**src/inc/rcs_pkg.sv**
```systemverilog
// constants, register map and state encoding of the reset control sequencer
package rcs_pkg;
    // apb register byte addresses
    localparam int APB_AW = 8;
    localparam logic [7:0] ADDR_CAUSE = 8'h00;
    localparam logic [7:0] ADDR_CTRL = 8'h04;
    localparam logic [7:0] ADDR_SRST = 8'h08;
    localparam logic [7:0] ADDR_IRQ_STAT = 8'h0c;
    localparam logic [7:0] ADDR_IRQ_MASK = 8'h10;
    localparam logic [7:0] ADDR_STATUS = 8'h14;
    // reset_cause_flags bit positions
    localparam int CAUSE_EXT = 0;
    localparam int CAUSE_POR = 1;
    localparam int CAUSE_BOR = 2;
    localparam int CAUSE_WDT = 3;
    localparam int CAUSE_SW = 4;
    localparam int CAUSE_W = 5;
    // control bits
    localparam int CTRL_BOR_EN = 0;
    localparam int CTRL_WDT_EN = 1;
    localparam int CTRL_W = 2;
    localparam logic [1:0] CTRL_RESET = 2'h0;
    // interrupt status bits
    localparam int IRQ_BOR = 0;
    localparam int IRQ_BOOT = 1;
    localparam int IRQ_W = 2;
    // timing: least width of the internal reset after every source is gone
    localparam int CLK_PERIOD_NS = 100;
    localparam int RST_MIN_NS = 1000;
    localparam int RST_MIN_CYC = (RST_MIN_NS + CLK_PERIOD_NS - 1) / CLK_PERIOD_NS;
    // boot vector addresses
    localparam logic [31:0] VEC_SP = 32'h0000_0000;
    localparam logic [31:0] VEC_PC = 32'h0000_0004;
    // sequencer states
    typedef enum logic [2:0] {
        ST_HOLD = 3'b000,
        ST_STRETCH = 3'b001,
        ST_FETCH_SP = 3'b010,
        ST_FETCH_PC = 3'b011,
        ST_FETCH_INSN = 3'b100,
        ST_RUN = 3'b101
    } rcs_state_t;
endpackage

```
**src/rtl/rcs_top.sv**
```systemverilog
// reset control sequencer: reset sources, cause flags, boot fetch and apb registers
//
// Functional notes
// - Five reset requests are accepted: reset pin, power-on, brown-out, software, watchdog.
// - Every reset sets the cause flag of the source that triggered it.
// - Cause flags are sticky and survive later reset sequences of other kinds.
// - A power-on reset clears all other cause flags and leaves only the power-on flag.
// - The reset pin resets core and peripherals but leaves the test-access controller alone.
// - The pin is driven low then released by the outside, then the internal reset releases.
// - Pin release passes a synchroniser, delaying the release sequence by a few clocks.
// - At power-up the internal reset holds until both power-on and pin are inactive.
// - After release the core fetches stack pointer, program counter, then first instruction.
// - The power-on request is honoured only at initial power-up, never again after.
// - A power-on reset also resets the test-access controller.
// - With brown-out reset enabled, brown-out acts like the pin and holds until recovery.
// - Brown-out resets only when its enable is set; the enable is clear out of reset.
// - Setting then clearing a peripheral's soft reset bit resets that whole peripheral.
// - A qualified second watchdog timeout asserts the system reset, then restarts the core.
`timescale 1ns/1ps
module rcs_top
    import rcs_pkg::*;
#(
    parameter int NPERIPH = 8,
    parameter int RST_CYC = RST_MIN_CYC
) (
    input wire logic pclk, // system clock, 10 mhz
    input wire logic presetn, // async power-up reset, active low
    input wire logic psel, // apb select
    input wire logic penable, // apb access phase
    input wire logic pwrite, // apb direction, high for write
    input wire logic [APB_AW-1:0] paddr, // apb byte address
    input wire logic [31:0] pwdata, // apb write data
    output logic [31:0] prdata, // apb read data
    output logic pready, // apb ready
    output logic pslverr, // apb error on unmapped address
    input wire logic rst_pin_n, // external reset pin, active low, async
    input wire logic por_n, // power-on detector, low while active, async
    input wire logic bor_detect, // brown-out detector, high while active, async
    input wire logic system_reset_request, // core software reset pulse
    input wire logic wdt_second_timeout, // watchdog second timeout pulse
    input wire logic boot_ack, // boot fetch data valid
    input wire logic [31:0] boot_rdata, // boot fetch data
    output logic sys_rst_n, // core and peripheral reset, active low
    output logic tap_rst_n, // test-access controller reset, active low
    output logic [NPERIPH-1:0] periph_rst_n, // per-peripheral reset, active low
    output logic boot_req, // boot fetch request level
    output logic [31:0] boot_addr, // boot fetch address
    output logic [31:0] init_sp, // fetched initial stack pointer
    output logic [31:0] init_pc, // fetched initial program counter
    output logic [31:0] first_insn, // fetched first instruction
    output logic core_run, // core may execute
    output logic irq // level interrupt
);
    localparam int CW = $clog2(RST_CYC + 1);
    localparam logic [CW-1:0] CNT_LOAD = CW'(RST_CYC - 1);
    localparam logic [CAUSE_W-1:0] POR_ONLY = CAUSE_W'(1) << CAUSE_POR;

    // elaboration refuses parameter values that the logic cannot serve
    if (NPERIPH < 1 || NPERIPH > 32) begin : g_bad_nperiph
        $error("rcs_top: NPERIPH must be 1 to 32");
    end
    if (RST_CYC < 1) begin : g_bad_rst_cyc
        $error("rcs_top: RST_CYC must be at least 1");
    end

    logic [2:0] sync_lv;
    logic pin_ok, por_ok, bor_hi;
    logic pin_ok_q_ff, bor_hi_q_ff, por_done_ff;
    logic por_act, bor_act, level_act, sw_req, wdt_req, pulse_req, any_req, pin_fall;
    rcs_state_t state_ff, nxt_state;
    logic [CW-1:0] cnt_ff, nxt_cnt;
    logic [CAUSE_W-1:0] cause_ff, nxt_cause, cause_set, cause_clr;
    logic [CTRL_W-1:0] ctrl_ff, nxt_ctrl;
    logic [NPERIPH-1:0] srst_ff, nxt_srst, srst_fall;
    logic [IRQ_W-1:0] istat_ff, nxt_istat, iset, iclr, imask_ff, nxt_imask;
    logic sys_rst_n_ff, nxt_sys_rst_n, tap_rst_n_ff, irq_ff;
    logic [NPERIPH-1:0] periph_rst_n_ff, nxt_periph_rst_n;
    logic boot_req_ff, nxt_boot_req, core_run_ff, nxt_core_run;
    logic [31:0] boot_addr_ff, nxt_boot_addr, init_sp_ff, init_pc_ff, first_insn_ff;
    logic [31:0] nxt_init_pc, prdata_ff, nxt_prdata, rd_mux;
    logic pready_ff, nxt_pready, pslverr_ff, nxt_pslverr;
    logic acc, wr_en, addr_ok, take;

    // asynchronous detector levels pass four flops before the sequencer sees them
    rcs_sync #(.WIDTH(3), .RESET_VAL(3'h0)) u_sync (
        .pclk(pclk),
        .presetn(presetn),
        .async_in({bor_detect, por_n, rst_pin_n}),
        .sync_out(sync_lv)
    );
    assign pin_ok = sync_lv[0];
    assign por_ok = sync_lv[1];
    assign bor_hi = sync_lv[2];

    // request qualification
    assign por_act = ~por_ok & ~por_done_ff;
    assign bor_act = bor_hi & ctrl_ff[CTRL_BOR_EN];
    assign level_act = ~pin_ok | por_act | bor_act;
    assign sw_req = system_reset_request;
    assign wdt_req = wdt_second_timeout & ctrl_ff[CTRL_WDT_EN];
    assign pulse_req = sw_req | wdt_req;
    assign any_req = level_act | pulse_req;
    // pin held low since power-up is no pin event, so power-on stays the only cause
    assign pin_fall = pin_ok_q_ff & ~pin_ok;

    // sequencer: hold while a level source stands, stretch, then fetch the boot words
    always_comb begin
        nxt_state = state_ff;
        nxt_cnt = cnt_ff;
        case (state_ff)
            ST_HOLD: begin
                if (!any_req) begin
                    nxt_state = ST_STRETCH;
                    nxt_cnt = CNT_LOAD;
                end
            end
            ST_STRETCH: begin
                if (any_req) begin
                    nxt_state = ST_HOLD;
                end else if (cnt_ff == '0) begin
                    nxt_state = ST_FETCH_SP;
                end else begin
                    nxt_cnt = cnt_ff - CW'(1);
                end
            end
            ST_FETCH_SP: begin
                if (any_req) nxt_state = ST_HOLD;
                else if (boot_ack) nxt_state = ST_FETCH_PC;
            end
            ST_FETCH_PC: begin
                if (any_req) nxt_state = ST_HOLD;
                else if (boot_ack) nxt_state = ST_FETCH_INSN;
            end
            ST_FETCH_INSN: begin
                if (any_req) nxt_state = ST_HOLD;
                else if (boot_ack) nxt_state = ST_RUN;
            end
            ST_RUN: begin
                if (any_req) nxt_state = ST_HOLD;
            end
            default: begin
                nxt_state = ST_HOLD;
            end
        endcase
    end

    // reset outputs follow the next state so a request shows one edge later
    assign nxt_sys_rst_n = (nxt_state != ST_HOLD) && (nxt_state != ST_STRETCH);
    assign srst_fall = srst_ff & ~nxt_srst;
    assign nxt_periph_rst_n = {NPERIPH{nxt_sys_rst_n}} & ~srst_fall;
    assign nxt_boot_req = (nxt_state == ST_FETCH_SP) || (nxt_state == ST_FETCH_PC)
                          || (nxt_state == ST_FETCH_INSN);
    assign nxt_core_run = (nxt_state == ST_RUN);
    assign nxt_init_pc = (state_ff == ST_FETCH_PC && boot_ack) ? boot_rdata : init_pc_ff;
    assign nxt_boot_addr = (nxt_state == ST_FETCH_SP) ? VEC_SP :
                           (nxt_state == ST_FETCH_PC) ? VEC_PC : nxt_init_pc;

    // apb decode: one wait state so that read data leaves a flop
    assign acc = psel & penable;
    assign take = acc & ~pready_ff;
    assign wr_en = acc & pready_ff & pwrite;
    assign addr_ok = (paddr == ADDR_CAUSE) || (paddr == ADDR_CTRL) || (paddr == ADDR_SRST)
                     || (paddr == ADDR_IRQ_STAT) || (paddr == ADDR_IRQ_MASK)
                     || (paddr == ADDR_STATUS);
    assign rd_mux = (paddr == ADDR_CAUSE) ? {27'h0, cause_ff} :
                    (paddr == ADDR_CTRL) ? {30'h0, ctrl_ff} :
                    (paddr == ADDR_SRST) ? 32'(srst_ff) :
                    (paddr == ADDR_IRQ_STAT) ? {30'h0, istat_ff} :
                    (paddr == ADDR_IRQ_MASK) ? {30'h0, imask_ff} :
                    (paddr == ADDR_STATUS) ? {26'h0, core_run_ff, sys_rst_n_ff,
                                              state_ff, por_done_ff} : 32'h0;
    assign nxt_pready = take;
    assign nxt_prdata = take ? (pwrite ? 32'h0 : rd_mux) : prdata_ff;
    assign nxt_pslverr = take & ~addr_ok;

    // cause flags: sources in one episode all set; set wins over a write-one clear
    assign cause_set[CAUSE_EXT] = pin_fall;
    assign cause_set[CAUSE_POR] = por_act;
    assign cause_set[CAUSE_BOR] = bor_act;
    assign cause_set[CAUSE_WDT] = wdt_req;
    assign cause_set[CAUSE_SW] = sw_req;
    assign cause_clr = (wr_en && paddr == ADDR_CAUSE) ? pwdata[CAUSE_W-1:0] : '0;
    assign nxt_cause = por_act ? POR_ONLY : ((cause_ff & ~cause_clr) | cause_set);

    // software controls; brown-out reset starts disabled
    assign nxt_ctrl = (wr_en && paddr == ADDR_CTRL) ? pwdata[CTRL_W-1:0] : ctrl_ff;
    assign nxt_srst = (wr_en && paddr == ADDR_SRST) ? pwdata[NPERIPH-1:0] : srst_ff;

    // interrupt events: brown-out seen (even when not resetting) and boot finished
    assign iset[IRQ_BOR] = bor_hi & ~bor_hi_q_ff;
    assign iset[IRQ_BOOT] = nxt_core_run & ~core_run_ff;
    assign iclr = (wr_en && paddr == ADDR_IRQ_STAT) ? pwdata[IRQ_W-1:0] : '0;
    assign nxt_istat = (istat_ff & ~iclr) | iset;
    assign nxt_imask = (wr_en && paddr == ADDR_IRQ_MASK) ? pwdata[IRQ_W-1:0] : imask_ff;

    // sequencer and output flops
    always_ff @(posedge pclk or negedge presetn) begin
        if (!presetn) begin
            state_ff <= ST_HOLD;
            cnt_ff <= '0;
            sys_rst_n_ff <= 1'b0;
            tap_rst_n_ff <= 1'b0;
            periph_rst_n_ff <= '0;
            boot_req_ff <= 1'b0;
            core_run_ff <= 1'b0;
        end else begin
            state_ff <= nxt_state;
            cnt_ff <= nxt_cnt;
            sys_rst_n_ff <= nxt_sys_rst_n;
            tap_rst_n_ff <= ~por_act;
            periph_rst_n_ff <= nxt_periph_rst_n;
            boot_req_ff <= nxt_boot_req;
            core_run_ff <= nxt_core_run;
        end
    end

    // boot words; no reset needed beyond a defined start value
    always_ff @(posedge pclk or negedge presetn) begin
        if (!presetn) begin
            boot_addr_ff <= VEC_SP;
            init_sp_ff <= 32'h0;
            init_pc_ff <= 32'h0;
            first_insn_ff <= 32'h0;
        end else begin
            boot_addr_ff <= nxt_boot_addr;
            init_sp_ff <= (state_ff == ST_FETCH_SP && boot_ack) ? boot_rdata : init_sp_ff;
            init_pc_ff <= nxt_init_pc;
            first_insn_ff <= (state_ff == ST_FETCH_INSN && boot_ack) ? boot_rdata
                                                                      : first_insn_ff;
        end
    end

    // register file lives on presetn only, so internal resets never clear it
    always_ff @(posedge pclk or negedge presetn) begin
        if (!presetn) begin
            cause_ff <= '0;
            ctrl_ff <= CTRL_RESET;
            srst_ff <= '0;
            istat_ff <= '0;
            imask_ff <= '0;
            irq_ff <= 1'b0;
            pin_ok_q_ff <= 1'b0;
            bor_hi_q_ff <= 1'b0;
            por_done_ff <= 1'b0;
        end else begin
            cause_ff <= nxt_cause;
            ctrl_ff <= nxt_ctrl;
            srst_ff <= nxt_srst;
            istat_ff <= nxt_istat;
            imask_ff <= nxt_imask;
            irq_ff <= |(nxt_istat & nxt_imask);
            pin_ok_q_ff <= pin_ok;
            bor_hi_q_ff <= bor_hi;
            por_done_ff <= por_done_ff | por_ok;
        end
    end

    // apb answer flops
    always_ff @(posedge pclk or negedge presetn) begin
        if (!presetn) begin
            pready_ff <= 1'b0;
            pslverr_ff <= 1'b0;
            prdata_ff <= 32'h0;
        end else begin
            pready_ff <= nxt_pready;
            pslverr_ff <= nxt_pslverr;
            prdata_ff <= nxt_prdata;
        end
    end

    assign prdata = prdata_ff;
    assign pready = pready_ff;
    assign pslverr = pslverr_ff;
    assign sys_rst_n = sys_rst_n_ff;
    assign tap_rst_n = tap_rst_n_ff;
    assign periph_rst_n = periph_rst_n_ff;
    assign boot_req = boot_req_ff;
    assign boot_addr = boot_addr_ff;
    assign init_sp = init_sp_ff;
    assign init_pc = init_pc_ff;
    assign first_insn = first_insn_ff;
    assign core_run = core_run_ff;
    assign irq = irq_ff;
endmodule

```
**src/rtl/rcs_sync.sv**
```systemverilog
// three-stage synchroniser with agreement filter for asynchronous level inputs
`timescale 1ns/1ps
module rcs_sync #(
    parameter int WIDTH = 3,
    parameter logic [WIDTH-1:0] RESET_VAL = '0
) (
    input wire logic pclk, // system clock
    input wire logic presetn, // async reset, active low
    input wire logic [WIDTH-1:0] async_in, // levels from outside the clock domain
    output logic [WIDTH-1:0] sync_out // filtered synchronous levels
);
    logic [WIDTH-1:0] s1_ff;
    logic [WIDTH-1:0] s2_ff;
    logic [WIDTH-1:0] s3_ff;
    logic [WIDTH-1:0] out_ff;
    logic [WIDTH-1:0] nxt_out;

    // elaboration refuses a width that the logic cannot serve
    if (WIDTH < 1) begin : g_bad_width
        $error("rcs_sync: WIDTH must be at least 1");
    end

    // a change counts only once stages two and three agree; s1 feeds s2 alone
    assign nxt_out = (s2_ff & s3_ff) | (out_ff & (s2_ff | s3_ff));
    assign sync_out = out_ff;

    // reset values are constants, so the held-in-reset sense is chosen per bit
    always_ff @(posedge pclk or negedge presetn) begin
        if (!presetn) begin
            s1_ff <= RESET_VAL;
            s2_ff <= RESET_VAL;
            s3_ff <= RESET_VAL;
            out_ff <= RESET_VAL;
        end else begin
            s1_ff <= async_in;
            s2_ff <= s1_ff;
            s3_ff <= s2_ff;
            out_ff <= nxt_out;
        end
    end
endmodule

```
**config.mk**
```make
export PLATFORM = sky130hd
export DESIGN_NAME = rcs_top
export DESIGN_NICKNAME = d
export VERILOG_FILES = /design/src/inc/rcs_pkg.sv /design/src/rtl/rcs_top.sv /design/src/rtl/rcs_sync.sv
export SDC_FILE = /design/constraint.sdc
export NUM_CORES = 1
export LEC_CHECK = 0
export BUFFER_PORTS_ARGS = -buffer_cell sky130_fd_sc_hd__buf_2
export CAP_MARGIN = 20
export CORE_MARGIN = 2
export CORE_UTILIZATION = 54
export DETAILED_ROUTE_END_ITERATION = 8
export PLACE_DENSITY = 0.91
export SYNTH_ARGS = -nofsm -noshare
export SYNTH_HDL_FRONTEND = slang
export SYNTH_SLANG_ARGS = --single-unit
```
**constraint.sdc**
```tcl
create_clock -name pclk -period 4.1 [get_ports pclk]
set_input_delay 0.82 -clock pclk [delete_from_list [all_inputs] [get_ports pclk]]
set_output_delay 0.82 -clock pclk [all_outputs]
set_load 0.02 [all_outputs]
```
==> results.cfg <==
[status]
status = finished, final reports clean

[setup_path]
reg2reg_from = cnt_ff[0]$_DFFE_PN0P_
path_class = in -> reg
crit_family = simple AND/OR/NAND/NOR gates
cp_data_arrival_time_ps = 2860
path_cells = buf_2 -> nor3_2 -> nand2_2 -> nor4b_4 -> mux2_2
endpoint = srst_ff[0]$_DFF_PN0_
max_stage_delay_ps = 840
reg2reg_slack_ps = 1580
crit_slowest_cell = nor4b_4
required_ps = 4410
path_buf_inv = 1
reg2reg_depth = 7
crit_path_end_kind = flip-flop
cp_max_fo = 16
start_kind = input port
r2r-end = boot_addr[2]$_DFF_PN0_
crit_start = paddr[5]
cp_num_cells = 5

[timing]
slew_headroom = 0.3571
setup_viol = 0
rsz0062_at_grt = no
finalCriticalPeriod_ps = 2551
setup_tns_ps = 0
layout_setup_ws_ps = 1549
fmax_ghz = 0.3920
period_share = 0.6223
finClkSkew_ps = 11.93
worst_pin_slew_ps = 964.4
finalMaxSlewViolations = 0
hold-worst-slack_ps = 354.1
hold_viol_final = 0

[power]
p_comb_frac = 0.096
p_switching_mw = 0.9796
clock_power_share = 0.409
swShare = 0.2405
p_int_mw = 3.093
total_power_mw = 4.073
seq_power_share = 0.495
leakagePower_nw = 5.057
max-vdd-ir-drop_mv = 0.3191
p_per_area_nw_per_um2 = 441.0

[final_layout]
final_layout_size_suffix_gt1_frac = 0.4776
utilization = 0.6731
final_area_um2 = 9235
nNetsFinal = 832
area_delta_synth_final_pct = 23.28
diodes = 0
instances_no_fill = 938

[drt]
drc = 0
vias = 5074
antenna_left = 0
drt_iter0_drc = 416
wl_um = 17340
vias_per_cell = 5.409
wire_per_inst_um = 18.49
dr.pass1.iters = 6

[synth]
ys_ff_latch = 191
ys.warnings.count = 0
synth_ff_type = dfrtp_1
synth-edff-count = 0
synth.avg_cell_area_um2 = 13.98
yosysTopAreaCellShare = 0.6380
synthCells = 536
seq_area_frac_synth = 0.6380
synthArstFlopShare = 1.000
synth_area_um2 = 7491
ys_types = 50
ys_top_cells_by_area = dfrtp_1 64%, mux2_2 16%, nor2b_1 2.8%
synth_largest_area_cell = dfrtp_1

[clock_network]
cts_buffer_depth = 2
path_clk_slew_ps = 70
cts.hold.buffers_added = 0
numCtsBuffers = 17
cts_root_buf = clkbuf_16
post-cts-setup-buffers = 0
ctsResizeCount = 0
clock-sinks = 191
insertion_delay_ps = 420
htree_levels = 4
cts_tree = yes

[floorplan]
coreArea_um2 = 13720
pin_count = 258
start_util = 0.5460
fp.dieH_um = 121.8
num_rows = 43
die-area_um2 = 14830
dieWidth_um = 121.8

[place]
io_buffers = 209
dp_slack_ps = 1175
place_inst = 909
placed_area_um2 = 8645
hpwl_um = 11650
gp_congestion = 0.8688

[grt]
grtUsageTotal = 0.2400
antenna_found_initial = 0
grt_start_max_net_pins = 88
gr-total-overflow = 0
grt_pass1_vias = 5239
grt_first_pass_wirelength_um = 26910

[min_path]
hp-class = reg -> reg

[run]
maxCapViolCount = 0
[power by group through the flow]
stage               Combinational [mW]  Clock, mW  Sequential (mW)
finish                           0.391       1.67             2.02
detailed placement               0.392          0             2.05
global route                     0.426       1.77             2.02
floorplan                        0.151          0             2.12
CTS                              0.395       1.69             2.02
global placement                 0.380          0             2.04
[worst min-delay path by stage]
stage / endpoint / slack, ps / from / depth (start not counted)
3_5_place_dp: u_sync.s2_ff[0]$_DFF_PN0_ / 350 / u_sync.s1_ff[0]$_DFF_PN0_ / 0
2_1_floorplan: u_sync.s2_ff[0]$_DFF_PN0_ / 330 / u_sync.s1_ff[0]$_DFF_PN0_ / 0
3_3_place_gp: u_sync.s2_ff[1]$_DFF_PN0_ / 330 / u_sync.s1_ff[1]$_DFF_PN0_ / 0
5_1_grt: u_sync.s2_ff[0]$_DFF_PN0_ / 360 / u_sync.s1_ff[0]$_DFF_PN0_ / 0
4_1_cts: u_sync.s2_ff[1]$_DFF_PN0_ / 360 / u_sync.s1_ff[1]$_DFF_PN0_ / 0
6_report: u_sync.s2_ff[1]$_DFF_PN0_ / 350 / u_sync.s1_ff[1]$_DFF_PN0_ / 0
[registers in the layout, summed over array words and instances (netlist names), 4 cells and up]
register	cells
boot_addr	32
cause_ff	5
cnt_ff	4
first_insn	32
init_pc	32
init_sp	32
periph_rst_n	8
prdata	8
srst_ff	8
[placed cells by master (no fill, tap or decap), drive strengths merged, types with 4 or more instances in the layout]
cell	synthesis	layout
a21oi	8	8
a22o	5	5
a31oi	10	10
a32oi	5	5
buf	36	215
clkbuf	9	20
conb	1	24
dfrtp	191	191
inv	16	18
mux2	110	110
nand2	19	19
nor2	13	13
nor2b	34	34
nor3	7	7
nor3b	4	4
o21ai	14	14
o41ai	4	4
or3	4	4
[Yosys cell counts (all sizes together), types with 2 or more instances]
library cell,n
nor4b,2
nand3,3
mux2,110
nor3,7
nand3b,2
nor4,2
or3,4
a31oi,10
nand4,2
nand2b,3
inv,16
maj3,3
and4,3
nor2b,34
a32oi,5
a311oi,2
buf,36
o221ai,2
o41ai,4
a21oi,8
o21ai,14
mux2i,2
nor3b,4
a2bb2oi,3
nand2,19
dfrtp,191
and2,3
a22oi,2
a22o,5
nor2,13
a21o,2
clkbuf,9
[cell type report]
class	instances	area, um2
sequential	191	4780
fill	999	4484
multi-input combinational	307	2470
timing repair buffer	215	1110
clock buffer	20	456.7
tap	180	225.2
clock inverter	9	133.9
inverter	16	60.06
[cell families (layout without fill, tap and decap cells)]
| logic type | after synthesis | after routing | synth area share |
|---|---|---|---|
| simple gates | 104 | 104 | 0.08335 |
| fa+ha+maj | 4 | 4 | 0.005679 |
| other cells | 1 | 24 | 0.0005006 |
| buf+inv | 61 | 260 | 0.04527 |
| mux | 112 | 112 | 0.1680 |
| compound gates | 63 | 63 | 0.05913 |
| flops | 191 | 191 | 0.6380 |
[per-layer routing]
metal / wire [um] / global-route usage / vias up
li1: - / - / 2254
met1: 6870 / 0.2904 / 2537
met2: 8691 / 0.4019 / 247
met3: 1480 / 0.08287 / 36
met4: 298 / 0.08405 / 0
met5: 0 / 0 / -
(Power assumes the default switching activity.)
